`src/logic/ddc_params.svh`:
```
// Constants for the dual converter mode and update control
//
// Notes on behaviour
// At power-up both outputs sit at zero scale, or midscale when level select high.
// Outputs hold their power-up level until the first valid complete write frame.
// Command 0111 resets converters to the code picked by level select.
// Command 0100 applies the power mode field to the selected channels.
// Mode bits 9:8: 00 normal, 01 1k to ground, 10 100k, 11 three-state.
// Power-down never alters stored converter register contents.
// Power command bit 3 selects channel B, bit 0 selects channel A.
// On power-up output takes input register if strobe low, else old converter value.
// Leaving power-down allows about 4.5 us before output counts as valid.
// Clear falling edge loads every input and converter register with the clear code.
// Clear field bits 1:0: 00 zero, 01 0x8000, 10 0xFFFF, 11 no operation.
// Command 0101 loads the clear field; it starts at the zero code.
// Cleared state ends on the 32nd falling clock edge of the next valid frame.
// Clear asserted during a frame aborts and discards that frame.
// With strobe low, converter registers update on the 32nd falling clock edge.
// In chain mode the host pulses the strobe rather than holding it low.
// With strobe high writes touch input registers; strobe falling copies them over.
// Command 0010 writes the addressed input register then updates all channels.
// Command 0110 stores override bits 3 and 0; a set bit treats strobe as low.
// While lockout is low every software power-down request is refused.
// Lockout falling during a frame aborts that frame at once.
// The host should tie lockout to a fixed level, not toggle it.
// Frames are 32 bits MSB first: 4 ignored, command, address, data, padding.
// Select rising before bit 32 resets the shifter with no update or mode change.
// Lockout falling while channels are down returns every mode to normal; a clear edge in the same cycle with clear field not 11 leaves modes unchanged.
// Aborted frames change nothing; the next select fall starts a fresh frame.
`ifndef DDC_PARAMS_SVH
`define DDC_PARAMS_SVH

`define DDC_FRAME_BITS 6'h20
`define DDC_CMD_MSB 27
`define DDC_CMD_LSB 24
`define DDC_ADDR_MSB 23
`define DDC_ADDR_LSB 20
`define DDC_DATA_MSB 19
`define DDC_DATA_LSB 4
`define DDC_MODE_MSB 9
`define DDC_MODE_LSB 8
`define DDC_CHAN_B_BIT 3
`define DDC_CHAN_A_BIT 0
`define DDC_CLR_MSB 1
`define DDC_CLR_LSB 0
`define DDC_CHAIN_BIT 1
`define DDC_ADDR_A 4'h0
`define DDC_ADDR_B 4'h3
`define DDC_ADDR_BOTH 4'hF
`define DDC_CODE_ZERO 16'h0000
`define DDC_CODE_MID 16'h8000
`define DDC_CODE_FULL 16'hFFFF
`define DDC_CLR_SEL_RESET 2'h0
`define DDC_MODE_NORMAL 2'h0
`define DDC_CLK_MHZ 200
`define DDC_WAKE_NS 4500
`define DDC_WAKE_CYCLES ((`DDC_WAKE_NS * `DDC_CLK_MHZ) / 1000)

`endif

```
`src/logic/ddc_pkg.sv`:
```
// Types for the dual converter mode and update control
package ddc_pkg;
    typedef enum logic [3:0] {
        DDC_CMD_WRITE_IN = 4'h0,
        DDC_CMD_UPDATE = 4'h1,
        DDC_CMD_WRITE_ALL = 4'h2,
        DDC_CMD_WRITE_UPD = 4'h3,
        DDC_CMD_POWER = 4'h4,
        DDC_CMD_CLR_CODE = 4'h5,
        DDC_CMD_OVERRIDE = 4'h6,
        DDC_CMD_RESET = 4'h7,
        DDC_CMD_CHAIN = 4'h8
    } ddc_cmd_type;

    typedef enum {
        DDC_IDLE,
        DDC_SHIFT,
        DDC_DONE
    } ddc_frame_type;
endpackage : ddc_pkg

```
`src/logic/ddc_sync.sv`:
```
// Three-stage pin synchroniser with agreement filter
`timescale 1ns/1ps
`default_nettype none
module ddc_sync (
    input wire logic core_clk,
    input wire logic rstn,
    input wire logic pin,
    output logic level
);
    logic [2:0] stage;
    logic [2:0] next_stage;
    logic next_level;

    always_comb begin
        next_stage = {stage[1:0], pin};
        // Stage 0 is only read by stage 1
        next_level = (stage[1] == stage[2]) ? stage[2] : level;
    end

    always_ff @(posedge core_clk or negedge rstn) begin
        if (!rstn) begin
            stage <= 3'h7;
            level <= 1'b1;
        end else begin
            stage <= next_stage;
            level <= next_level;
        end
    end
endmodule : ddc_sync
`default_nettype wire

```
`src/logic/ddc_channel.sv`:
```
// One converter channel: input, converter and mode registers
`timescale 1ns/1ps
`default_nettype none
`include "ddc_params.svh"
module ddc_channel (
    input wire logic core_clk,
    input wire logic rstn,
    input wire logic init_load,
    input wire logic [15:0] init_code,
    input wire logic in_we,
    input wire logic [15:0] in_data,
    input wire logic dac_upd,
    input wire logic clear_load,
    input wire logic [15:0] clear_code,
    input wire logic mode_we,
    input wire logic [1:0] mode_data,
    input wire logic wake_from_input,
    output logic [15:0] in_reg,
    output logic [15:0] dac_reg,
    output logic [1:0] mode
);
    logic [15:0] next_in;
    logic [15:0] next_dac;
    logic [1:0] next_mode;

    always_comb begin
        next_in = in_reg;
        next_dac = dac_reg;
        next_mode = mode;
        if (init_load) begin
            next_in = init_code;
            next_dac = init_code;
            next_mode = `DDC_MODE_NORMAL;
        end else if (clear_load) begin
            next_in = clear_code;
            next_dac = clear_code;
        end else begin
            if (in_we)
                next_in = in_data;
            if (dac_upd)
                next_dac = in_we ? in_data : in_reg;
            if (mode_we) begin
                next_mode = mode_data;
                // keeps the converter register; R8 picks the wake value
                if (mode_data == `DDC_MODE_NORMAL && mode != `DDC_MODE_NORMAL
                    && wake_from_input)
                    next_dac = in_reg;
            end
        end
    end

    always_ff @(posedge core_clk or negedge rstn) begin
        if (!rstn) begin
            in_reg <= `DDC_CODE_ZERO;
            dac_reg <= `DDC_CODE_ZERO;
            mode <= `DDC_MODE_NORMAL;
        end else begin
            in_reg <= next_in;
            dac_reg <= next_dac;
            mode <= next_mode;
        end
    end
endmodule : ddc_channel
`default_nettype wire

```
`src/logic/ddc_top.sv`:
```
// Serial frame receiver and mode/update control for two converter channels
`timescale 1ns/1ps
`default_nettype none
`include "ddc_params.svh"
module ddc_top (
    input wire logic core_clk,
    input wire logic rstn,
    input wire logic select_n,
    input wire logic serial_clk,
    input wire logic serial_din,
    input wire logic load_outputs_n,
    input wire logic async_clear_n,
    input wire logic powerdown_lockout_n,
    input wire logic por_level,
    output logic [15:0] out_code_a,
    output logic [15:0] out_code_b,
    output logic [1:0] out_mode_a,
    output logic [1:0] out_mode_b,
    output logic out_valid_a,
    output logic out_valid_b,
    output logic cleared,
    output logic chain_enable
);
    // ************************************************************
    // Pin synchronisers
    // ************************************************************
    logic sel_s, clk_s, din_s, ld_s, clr_s, pdl_s;
    ddc_sync u_sel (.core_clk(core_clk), .rstn(rstn), .pin(select_n), .level(sel_s));
    ddc_sync u_sck (.core_clk(core_clk), .rstn(rstn), .pin(serial_clk), .level(clk_s));
    ddc_sync u_din (.core_clk(core_clk), .rstn(rstn), .pin(serial_din), .level(din_s));
    ddc_sync u_ld (.core_clk(core_clk), .rstn(rstn), .pin(load_outputs_n), .level(ld_s));
    ddc_sync u_clr (.core_clk(core_clk), .rstn(rstn), .pin(async_clear_n), .level(clr_s));
    ddc_sync u_pdl (.core_clk(core_clk), .rstn(rstn), .pin(powerdown_lockout_n),
                    .level(pdl_s));

    logic sel_d, clk_d, ld_d, clr_d, pdl_d;
    logic started;
    logic next_started;
    logic sel_fall, sel_rise, sck_fall, ld_fall, clr_fall, pdl_fall;
    assign sel_fall = sel_d & ~sel_s;
    assign sel_rise = ~sel_d & sel_s;
    assign sck_fall = clk_d & ~clk_s;
    assign ld_fall = ld_d & ~ld_s;
    assign clr_fall = clr_d & ~clr_s;
    assign pdl_fall = pdl_d & ~pdl_s;

    // ************************************************************
    // Frame shifter
    // ************************************************************
    ddc_pkg::ddc_frame_type fstate, next_fstate;
    logic [31:0] shreg, next_shreg;
    logic [5:0] bitcnt, next_bitcnt;
    logic frame_exec;
    logic frame_abort;

    // Clear and lockout edges kill the frame in flight
    assign frame_abort = clr_fall | pdl_fall;

    always_comb begin
        next_fstate = fstate;
        next_shreg = shreg;
        next_bitcnt = bitcnt;
        frame_exec = 1'b0;
        case (fstate)
            ddc_pkg::DDC_IDLE: begin
                if (sel_fall && !frame_abort) begin
                    next_fstate = ddc_pkg::DDC_SHIFT;
                    next_shreg = 32'h0000_0000;
                    next_bitcnt = 6'h00;
                end
            end
            ddc_pkg::DDC_SHIFT: begin
                if (frame_abort || sel_rise) begin
                    next_fstate = ddc_pkg::DDC_IDLE;
                    next_shreg = 32'h0000_0000;
                    next_bitcnt = 6'h00;
                end else if (sck_fall) begin
                    next_shreg = {shreg[30:0], din_s};
                    next_bitcnt = bitcnt + 6'h01;
                    if (bitcnt + 6'h01 == `DDC_FRAME_BITS) begin
                        next_fstate = ddc_pkg::DDC_DONE;
                        frame_exec = 1'b1;
                    end
                end
            end
            ddc_pkg::DDC_DONE: begin
                // Extra clocks are ignored until select rises
                if (sel_rise || frame_abort)
                    next_fstate = ddc_pkg::DDC_IDLE;
            end
            default: next_fstate = ddc_pkg::DDC_IDLE;
        endcase
    end

    // Word that completes on this edge
    logic [31:0] word;
    assign word = {shreg[30:0], din_s};
    ddc_pkg::ddc_cmd_type cmd;
    assign cmd = ddc_pkg::ddc_cmd_type'(word[`DDC_CMD_MSB:`DDC_CMD_LSB]);
    logic [3:0] addr;
    assign addr = word[`DDC_ADDR_MSB:`DDC_ADDR_LSB];
    logic [15:0] data;
    assign data = word[`DDC_DATA_MSB:`DDC_DATA_LSB];

    // ************************************************************
    // Command decode
    // ************************************************************
    logic [1:0] clear_sel, next_clear_sel;
    logic [1:0] override, next_override;
    logic next_cleared, next_chain;
    logic init_pending, next_init_pending;
    logic [1:0] in_we, dac_upd, mode_we, clear_load;
    logic init_load;
    logic [15:0] clear_code;
    logic [15:0] por_code;
    logic [15:0] in_a, in_b, dac_a, dac_b;
    logic [1:0] mode_a, mode_b;
    logic [1:0] mode_data;
    logic sel_a, sel_b;

    assign por_code = por_level ? `DDC_CODE_MID : `DDC_CODE_ZERO;
    assign sel_a = (addr == `DDC_ADDR_A) || (addr == `DDC_ADDR_BOTH);
    assign sel_b = (addr == `DDC_ADDR_B) || (addr == `DDC_ADDR_BOTH);

    always_comb begin
        case (clear_sel)
            2'h0: clear_code = `DDC_CODE_ZERO;
            2'h1: clear_code = `DDC_CODE_MID;
            default: clear_code = `DDC_CODE_FULL;
        endcase
    end

    always_comb begin
        logic [1:0] eff_ld;
        logic [1:0] chan;
        eff_ld = {override[1] | ~ld_s, override[0] | ~ld_s};
        chan = {word[`DDC_CHAN_B_BIT], word[`DDC_CHAN_A_BIT]};
        next_clear_sel = clear_sel;
        next_override = override;
        next_cleared = cleared;
        next_chain = chain_enable;
        next_init_pending = init_pending;
        in_we = 2'b00;
        dac_upd = 2'b00;
        mode_we = 2'b00;
        mode_data = word[`DDC_MODE_MSB:`DDC_MODE_LSB];
        clear_load = 2'b00;
        init_load = init_pending;
        if (init_pending)
            next_init_pending = 1'b0;
        // Clear wins over every other event in the same cycle
        if (clr_fall && clear_sel != 2'h3) begin
            clear_load = 2'b11;
            next_cleared = 1'b1;
            mode_we = 2'b11; // No effect: the channel gives clear_load priority over mode_we, so modes are kept
            mode_data = `DDC_MODE_NORMAL;
        end else if (pdl_fall) begin
            mode_we = 2'b11;
            mode_data = `DDC_MODE_NORMAL;
        end else if (frame_exec) begin
            next_cleared = 1'b0;
            case (cmd)
                ddc_pkg::DDC_CMD_WRITE_IN: begin
                    in_we = {sel_b, sel_a};
                    dac_upd = {sel_b, sel_a} & eff_ld;
                end
                ddc_pkg::DDC_CMD_UPDATE: dac_upd = {sel_b, sel_a};
                ddc_pkg::DDC_CMD_WRITE_ALL: begin
                    in_we = {sel_b, sel_a};
                    dac_upd = 2'b11;
                end
                ddc_pkg::DDC_CMD_WRITE_UPD: begin
                    in_we = {sel_b, sel_a};
                    dac_upd = {sel_b, sel_a};
                end
                ddc_pkg::DDC_CMD_POWER: begin
                    // Lockout refuses only requests that enter power-down
                    if (pdl_s || mode_data == `DDC_MODE_NORMAL)
                        mode_we = chan;
                end
                ddc_pkg::DDC_CMD_CLR_CODE:
                    next_clear_sel = word[`DDC_CLR_MSB:`DDC_CLR_LSB];
                ddc_pkg::DDC_CMD_OVERRIDE: next_override = chan;
                ddc_pkg::DDC_CMD_RESET: init_load = 1'b1;
                ddc_pkg::DDC_CMD_CHAIN: next_chain = word[`DDC_CHAIN_BIT];
                default: ;
            endcase
        end
        // A strobe edge must not be lost to a frame ending in the same cycle;
        // clear still wins, and a lockout edge keeps its own precedence
        if (ld_fall && clear_load == 2'b00 && !pdl_fall) begin
            dac_upd = 2'b11;
        end
        if (init_load && !init_pending) begin
            next_override = 2'b00;
            next_clear_sel = `DDC_CLR_SEL_RESET;
            next_chain = 1'b0;
        end
    end

    ddc_channel u_chan_a (
        .core_clk(core_clk), .rstn(rstn), .init_load(init_load), .init_code(por_code),
        .in_we(in_we[0]), .in_data(data), .dac_upd(dac_upd[0]),
        .clear_load(clear_load[0]), .clear_code(clear_code),
        .mode_we(mode_we[0]), .mode_data(mode_data), .wake_from_input(~ld_s),
        .in_reg(in_a), .dac_reg(dac_a), .mode(mode_a)
    );
    ddc_channel u_chan_b (
        .core_clk(core_clk), .rstn(rstn), .init_load(init_load), .init_code(por_code),
        .in_we(in_we[1]), .in_data(data), .dac_upd(dac_upd[1]),
        .clear_load(clear_load[1]), .clear_code(clear_code),
        .mode_we(mode_we[1]), .mode_data(mode_data), .wake_from_input(~ld_s),
        .in_reg(in_b), .dac_reg(dac_b), .mode(mode_b)
    );

    // ************************************************************
    // Wake timers
    // ************************************************************
    // Restarted on every wake, so a quick sleep and wake never shows valid early
    localparam int WAKE_CYC = `DDC_WAKE_CYCLES;
    logic [10:0] wake_a, wake_b, next_wake_a, next_wake_b;
    always_comb begin
        next_wake_a = (wake_a != 11'h000) ? wake_a - 11'h001 : 11'h000;
        next_wake_b = (wake_b != 11'h000) ? wake_b - 11'h001 : 11'h000;
        if (out_mode_a != `DDC_MODE_NORMAL && mode_a == `DDC_MODE_NORMAL)
            next_wake_a = 11'(WAKE_CYC);
        if (out_mode_b != `DDC_MODE_NORMAL && mode_b == `DDC_MODE_NORMAL)
            next_wake_b = 11'(WAKE_CYC);
        next_started = 1'b1;
    end

    always_ff @(posedge core_clk or negedge rstn) begin
        if (!rstn) begin
            fstate <= ddc_pkg::DDC_IDLE;
            shreg <= 32'h0000_0000;
            bitcnt <= 6'h00;
            sel_d <= 1'b1;
            clk_d <= 1'b1;
            ld_d <= 1'b1;
            clr_d <= 1'b1;
            pdl_d <= 1'b1;
            started <= 1'b0;
            init_pending <= 1'b1;
            clear_sel <= `DDC_CLR_SEL_RESET;
            override <= 2'b00;
            cleared <= 1'b0;
            chain_enable <= 1'b0;
            wake_a <= 11'h000;
            wake_b <= 11'h000;
            out_code_a <= `DDC_CODE_ZERO;
            out_code_b <= `DDC_CODE_ZERO;
            out_mode_a <= `DDC_MODE_NORMAL;
            out_mode_b <= `DDC_MODE_NORMAL;
            out_valid_a <= 1'b0;
            out_valid_b <= 1'b0;
        end else begin
            fstate <= next_fstate;
            shreg <= next_shreg;
            bitcnt <= next_bitcnt;
            sel_d <= sel_s;
            clk_d <= clk_s;
            ld_d <= ld_s;
            clr_d <= clr_s;
            pdl_d <= pdl_s;
            started <= next_started;
            init_pending <= next_init_pending & ~started;
            clear_sel <= next_clear_sel;
            override <= next_override;
            cleared <= next_cleared;
            chain_enable <= next_chain;
            wake_a <= next_wake_a;
            wake_b <= next_wake_b;
            out_code_a <= dac_a;
            out_code_b <= dac_b;
            out_mode_a <= mode_a;
            out_mode_b <= mode_b;
            out_valid_a <= started && mode_a == `DDC_MODE_NORMAL && next_wake_a == 11'h000;
            out_valid_b <= started && mode_b == `DDC_MODE_NORMAL && next_wake_b == 11'h000;
        end
    end

    // ************************************************************
    // Checks
    // ************************************************************
    // Frame-end checks without their own clr_fall and pdl_fall terms rely on frame_exec already excluding both abort edges
    a_clear_loads: assert property (@(posedge core_clk) disable iff (!rstn)
        clr_fall && clear_sel == 2'h1 |=> in_a == 16'h8000 && dac_b == 16'h8000)
        else $error("clear did not load clear code");
    a_abort_frame: assert property (@(posedge core_clk) disable iff (!rstn)
        frame_abort |-> !frame_exec ##1 fstate == ddc_pkg::DDC_IDLE)
        else $error("aborted frame executed");
    a_lockout_hold: assert property (@(posedge core_clk) disable iff (!rstn)
        !pdl_s && !$past(pdl_s) && mode_a == 2'h0 |=> mode_a == 2'h0)
        else $error("power-down passed lockout");
    a_lock_wake: assert property (@(posedge core_clk) disable iff (!rstn)
        pdl_fall |=> mode_a == 2'h0 && mode_b == 2'h0)
        else $error("lockout edge did not wake");
    a_sel_interrupt: assert property (@(posedge core_clk) disable iff (!rstn)
        fstate == ddc_pkg::DDC_SHIFT && sel_rise |=> fstate == ddc_pkg::DDC_IDLE
        && bitcnt == 6'h00)
        else $error("select rise did not reset shifter");
    // A strobe edge in the same cycle may legally move the converter register
    a_pd_keeps_dac: assert property (@(posedge core_clk) disable iff (!rstn)
        frame_exec && cmd == ddc_pkg::DDC_CMD_POWER && !clr_fall && !pdl_fall && !ld_fall
        && !init_pending && mode_data != 2'h0
        |=> $stable(dac_a) && $stable(dac_b))
        else $error("power-down changed converter register");
    a_sync_update: assert property (@(posedge core_clk) disable iff (!rstn)
        frame_exec && cmd == ddc_pkg::DDC_CMD_WRITE_IN && addr == 4'h0 && !ld_s
        && !clr_fall && !pdl_fall && !init_pending |=> dac_a == $past(data))
        else $error("synchronous update missed");
    a_async_only_in: assert property (@(posedge core_clk) disable iff (!rstn)
        frame_exec && cmd == ddc_pkg::DDC_CMD_WRITE_IN && ld_s && override == 2'b00
        && !clr_fall && !pdl_fall && !init_pending |=> $stable(dac_a))
        else $error("strobe high write touched converter");
    a_wake_wait: assert property (@(posedge core_clk) disable iff (!rstn)
        $rose(mode_a == 2'h0) |=> !out_valid_a [*8])
        else $error("output valid too soon after wake");
    a_exit_clear: assert property (@(posedge core_clk) disable iff (!rstn)
        frame_exec && !clr_fall && !pdl_fall |=> !cleared)
        else $error("cleared state not left");
    a_override_sync: assert property (@(posedge core_clk) disable iff (!rstn)
        frame_exec && cmd == ddc_pkg::DDC_CMD_WRITE_IN && addr == 4'h0 && ld_s
        && override[0] && !init_pending |=> dac_a == $past(data))
        else $error("override did not update at once");
    a_clear_noop: assert property (@(posedge core_clk) disable iff (!rstn)
        clr_fall && clear_sel == 2'h3 && !ld_fall && !init_pending
        |=> $stable(in_a) && $stable(dac_a))
        else $error("no-operation clear code changed a register");
    a_power_select: assert property (@(posedge core_clk) disable iff (!rstn)
        frame_exec && cmd == ddc_pkg::DDC_CMD_POWER && !word[`DDC_CHAN_B_BIT]
        && !init_pending |=> $stable(mode_b))
        else $error("unselected channel changed mode");
    a_reset_code: assert property (@(posedge core_clk) disable iff (!rstn)
        frame_exec && cmd == ddc_pkg::DDC_CMD_RESET
        |=> dac_a == $past(por_code) && dac_b == $past(por_code) && override == 2'b00)
        else $error("reset command missed the power-on code");
    // Main scenarios that the bench is expected to reach
    c_power_down: cover property (@(posedge core_clk) disable iff (!rstn)
        frame_exec && cmd == ddc_pkg::DDC_CMD_POWER);
    c_clear: cover property (@(posedge core_clk) disable iff (!rstn) clr_fall);
    c_strobe: cover property (@(posedge core_clk) disable iff (!rstn) ld_fall);
    c_wake: cover property (@(posedge core_clk) disable iff (!rstn) $rose(out_valid_a));
    c_abort: cover property (@(posedge core_clk) disable iff (!rstn)
        fstate == ddc_pkg::DDC_SHIFT && sel_rise);
endmodule : ddc_top
`default_nettype wire

```
`config.mk`:
```
export PLATFORM = sky130hd
export DESIGN_NAME = ddc_top
export DESIGN_NICKNAME = d
export VERILOG_FILES = /design/src/logic/ddc_pkg.sv /design/src/logic/ddc_sync.sv /design/src/logic/ddc_channel.sv /design/src/logic/ddc_top.sv
export VERILOG_INCLUDE_DIRS = /design/src /design/src/logic
export SDC_FILE = /design/constraint.sdc
export NUM_CORES = 1
export LEC_CHECK = 0
export BUFFER_PORTS_ARGS = -buffer_cell sky130_fd_sc_hd__buf_4
export CORE_MARGIN = 1.5
export CORE_UTILIZATION = 45
export CTS_BUF_LIST = sky130_fd_sc_hd__clkbuf_4 sky130_fd_sc_hd__clkbuf_8
export DETAILED_ROUTE_END_ITERATION = 8
export PLACE_DENSITY = 0.73
export SYNTH_ARGS = -nofsm -noshare
export SYNTH_HDL_FRONTEND = slang
export SYNTH_SLANG_ARGS = --single-unit
```
`constraint.sdc`:
```
create_clock -name core_clk -period 5.3 [get_ports core_clk]
set_clock_uncertainty 0.2 [all_clocks]
set_input_delay 1.06 -clock core_clk [delete_from_list [all_inputs] [get_ports core_clk]]
set_output_delay 1.06 -clock core_clk [all_outputs]
set_load 0.05 [all_outputs]
```
==> flow_metrics.env <==
export IMPL_die_area_sq_um=19140
export IMPL_clk_path_buf_depth=2
export IMPL_first_pass_iters=5
export IMPL_n_antenna_cell=0
export IMPL_worst_slew_pin_slew_ns=1.202
export IMPL_syn_area_per_cell_sq_um=11.88
export IMPL_drtAntennaViolNets=0
export IMPL_worstPathRequired_ns=5.50
export IMPL_grt_pass1_vias=5231
export IMPL_postPlaceCellArea_sq_um=8782
export IMPL_slew_violations=0
export IMPL_dp_slack_ns=1.939
export IMPL_stdcell_area_sq_um=9205
export IMPL_synthTopCellsByArea="dfrtp_1 (52%), dfstp_2 (9.6%), nor2_1 (3.6%)"
export IMPL_top_register="shreg"
export IMPL_path_max_fanout=17
export IMPL_synth_warning_count=0
export IMPL_crit_type="flip-flop to flip-flop"
export IMPL_cpLargestDelayFamily="compound AO/OA/AOI/OAI gates"
export IMPL_postSynth_asyncResetShare=1.000
export IMPL_clk_latency_ns=0.48
export IMPL_min_period_ns=3.338
export IMPL_hold_depth=0
export IMPL_ios=49
export IMPL_cts_root_buf="clkbuf_8"
export IMPL_cap_viol_max_count=0
export IMPL_grt_usage=0.1764
export IMPL_synth_seq_area_share=0.6115
export IMPL_rr_worst_depth=8
export IMPL_cts_sinks=200
export IMPL_r2r_start="bitcnt[0]$_DFFE_PN0P_"
export IMPL_cts_inserted_buffers=17
export IMPL_min_path_type="flip-flop to flip-flop"
export IMPL_remaining_drc_errors=0
export IMPL_avgViaCountPerCell=5.493
export IMPL_ctsHoldBuffers=0
export IMPL_drt_iter0_drc=415
export IMPL_largest_reg_flops=27
export IMPL_endpoint_kind="flip-flop"
export IMPL_ys_seq_elements=200
export IMPL_critPathLaunchType="flip-flop"
export IMPL_slowest_delay_ns=0.99
export IMPL_grt_pass1_wl_um=27170
export IMPL_fin_ws_ns=1.962
export IMPL_h_tree_depth=4
export IMPL_p_total_w=0.003214
export IMPL_crit_chain="ha_1 > and3_4 > nor3_2 > o2111ai_4 > o31ai_4 > o22ai_1 > a21o_1 > a211oi_2"
export IMPL_rsz0062_at_grt="no"
export IMPL_hpwl_um=10130
export IMPL_irDropWorstVdd_v=0.0002280
export IMPL_synth_edf_count=0
export IMPL_setup_violations=0
export IMPL_reg2reg_slack_ns=1.96
export IMPL_area_growth_pct=11.64
export IMPL_postCtsSetupBuffers=0
export IMPL_status="completed"
export IMPL_final_nets=747
export IMPL_synth_fp_nets=707
export IMPL_num_vias=5361
export IMPL_num_rows=49
export IMPL_synth_flop_cell="dfrtp_1"
export IMPL_p_leak_nw=4.350
export IMPL_io_buffers=48
export IMPL_hold_viol=0
export IMPL_reg2reg_to="u_chan_a.dac_reg[15]$_DFF_PN0_"
export IMPL_antenna_found_initial=0
export IMPL_gp_congestion=0.8199
export IMPL_dieWidth_um=138.4
export IMPL_min_from="u_ld.stage[0]$_DFF_PN1_"
export IMPL_postCtsResizedCells=0
export IMPL_wirelength_um=16070
export IMPL_routedWlPerCell_um=16.47
export IMPL_min_to="u_ld.stage[1]$_DFF_PN1_"
export IMPL_max_freq_mhz=299.6
export IMPL_drive_gt1_frac=0.2169
export IMPL_overflow=0
export IMPL_power_density_nw_per_um2=349.2
export IMPL_fp_coreArea_sq_um=17960
export IMPL_cts_tree="yes"
export IMPL_crit_buf_inv=0
export IMPL_syn_inst=694
export IMPL_netlist_area_leader_share=0.5159
export IMPL_die_y_um=138.4
export IMPL_yosys_area_top_type="dfrtp_1"
export IMPL_path_clk_slew_ns=0.10
export IMPL_synth_distinct_cells=73
export IMPL_arrival_ns=3.54
export IMPL_start_util=0.4590
export IMPL_slowest_stage="o31ai_4"
export IMPL_grt_max_degree=126
export IMPL_final_setup_tns_ns=0
export IMPL_syn_area_sq_um=8245
export IMPL_finalCritPeriodShare=0.6297
export IMPL_slew_headroom=0.1984
## cells in the mapped netlist, types with 4 or more instances
cell type	instances
dfrtp_1	170
nor2_1	79
a21oi_1	54
o21ai_0	43
nand2_1	40
dfstp_2	30
a22o_1	29
mux2i_1	29
mux2_2	15
clkbuf_1	14
nor3_1	14
o221a_2	14
xnor2_1	12
buf_2	10
inv_1	10
nand3_1	8
nor2b_1	8
nand2b_1	7
maj3_1	6
nor3b_1	5
xor2_1	5
a21o_1	4
ha_1	4
nor4_1	4
o21a_1	4
o22ai_1	4
## stage by stage
stage	hold WS, ns	std cells	util
after global routing	0.1643	976	0.5124
after global placement	0.1456	944	0.4889
after CTS	0.1621	976	0.5124
after floorplan	0.1452	694	-
after detailed placement	0.1468	944	0.4889
final	0.1602	976	0.5124
## cells in the final DEF (no fill, tap or decap), types with 3 or more instances in the layout
cell         n
xor2_1       5
o221a_2     14
nor3_1      14
o22ai_1      4
nor3b_1      5
nand2_1     40
nor4_1       4
nor2_1      79
maj3_1       6
a21oi_1     54
dfrtp_1    170
clkbuf_8    20
and3_1       3
mux2i_1     29
nand3_1      8
o21a_1       4
xnor2_1     12
a32o_1       3
ha_1         4
a21o_1       4
o21ai_0     43
mux2_1       3
nand4_1      3
nand2b_1     7
a22o_1      29
inv_1       10
bufinv_16    3
nor2b_1      8
or4_1        3
buf_4       50
clkinv_4     3
clkinv_2     3
nand3b_1     3
dfstp_2     30
mux2_2      15
## metal layers
layer  global-route usage  wire, um  part of all wire
met5                    0         0                 0
met1               0.2591      7940              0.49
met4              0.05983       209             0.013
met2               0.2553      7118              0.44
met3              0.04503       802             0.050
## layout make-up
type,instances,area [sq um]
Clock buffer,21,276.5
Clock inverter,11,146.4
Fill cell,1558,8758
Inverter,10,37.54
Multi-Input combinational cell,453,3007
Sequential cell,200,5042
Tap cell,229,286.5
Timing Repair Buffer,52,409.1
## how the worst max path moves through the flow
| stage | endpoint | start | slack (ns) | depth (start not counted) |
|---|---|---|---|---|
| after detailed placement | u_chan_a.dac_reg[15]$_DFF_PN0_ | bitcnt[0]$_DFFE_PN0P_ | 1.94 | 8 |
| after global placement | u_chan_a.dac_reg[15]$_DFF_PN0_ | bitcnt[0]$_DFFE_PN0P_ | 1.96 | 8 |
| after CTS | u_chan_a.dac_reg[15]$_DFF_PN0_ | bitcnt[0]$_DFFE_PN0P_ | 1.91 | 8 |
| final | u_chan_a.dac_reg[15]$_DFF_PN0_ | bitcnt[0]$_DFFE_PN0P_ | 1.96 | 8 |
| after global routing | u_chan_a.dac_reg[15]$_DFF_PN0_ | bitcnt[0]$_DFFE_PN0P_ | 1.73 | 8 |
| after floorplan | u_chan_a.dac_reg[11]$_DFF_PN0_ | bitcnt[0]$_DFFE_PN0P_ | 2.63 | 10 |
## cells by family (layout without fill, tap and decap cells)
family	count (synthesis)	count (layout)	synth area share
DFF	200	200	0.6115
and+or+nand+nor	195	195	0.1162
AOI/OAI and AO/OA	182	182	0.1563
muxes	47	47	0.05979
buffers and inverters	41	94	0.02382
xor gates and xnor gates	17	17	0.01806
adders and majority gates	10	10	0.01335
other	2	2	0.0009108
## power breakdown
part	internal [W]	switching, W	total [W]	leakage (nW)
registers	0.00164	0.0000594	0.00170	2.61
logic	0.000159	0.000339	0.000498	1.52
clock network	0.000504	0.000513	0.00102	0.221
(Power assumes the default switching activity.)
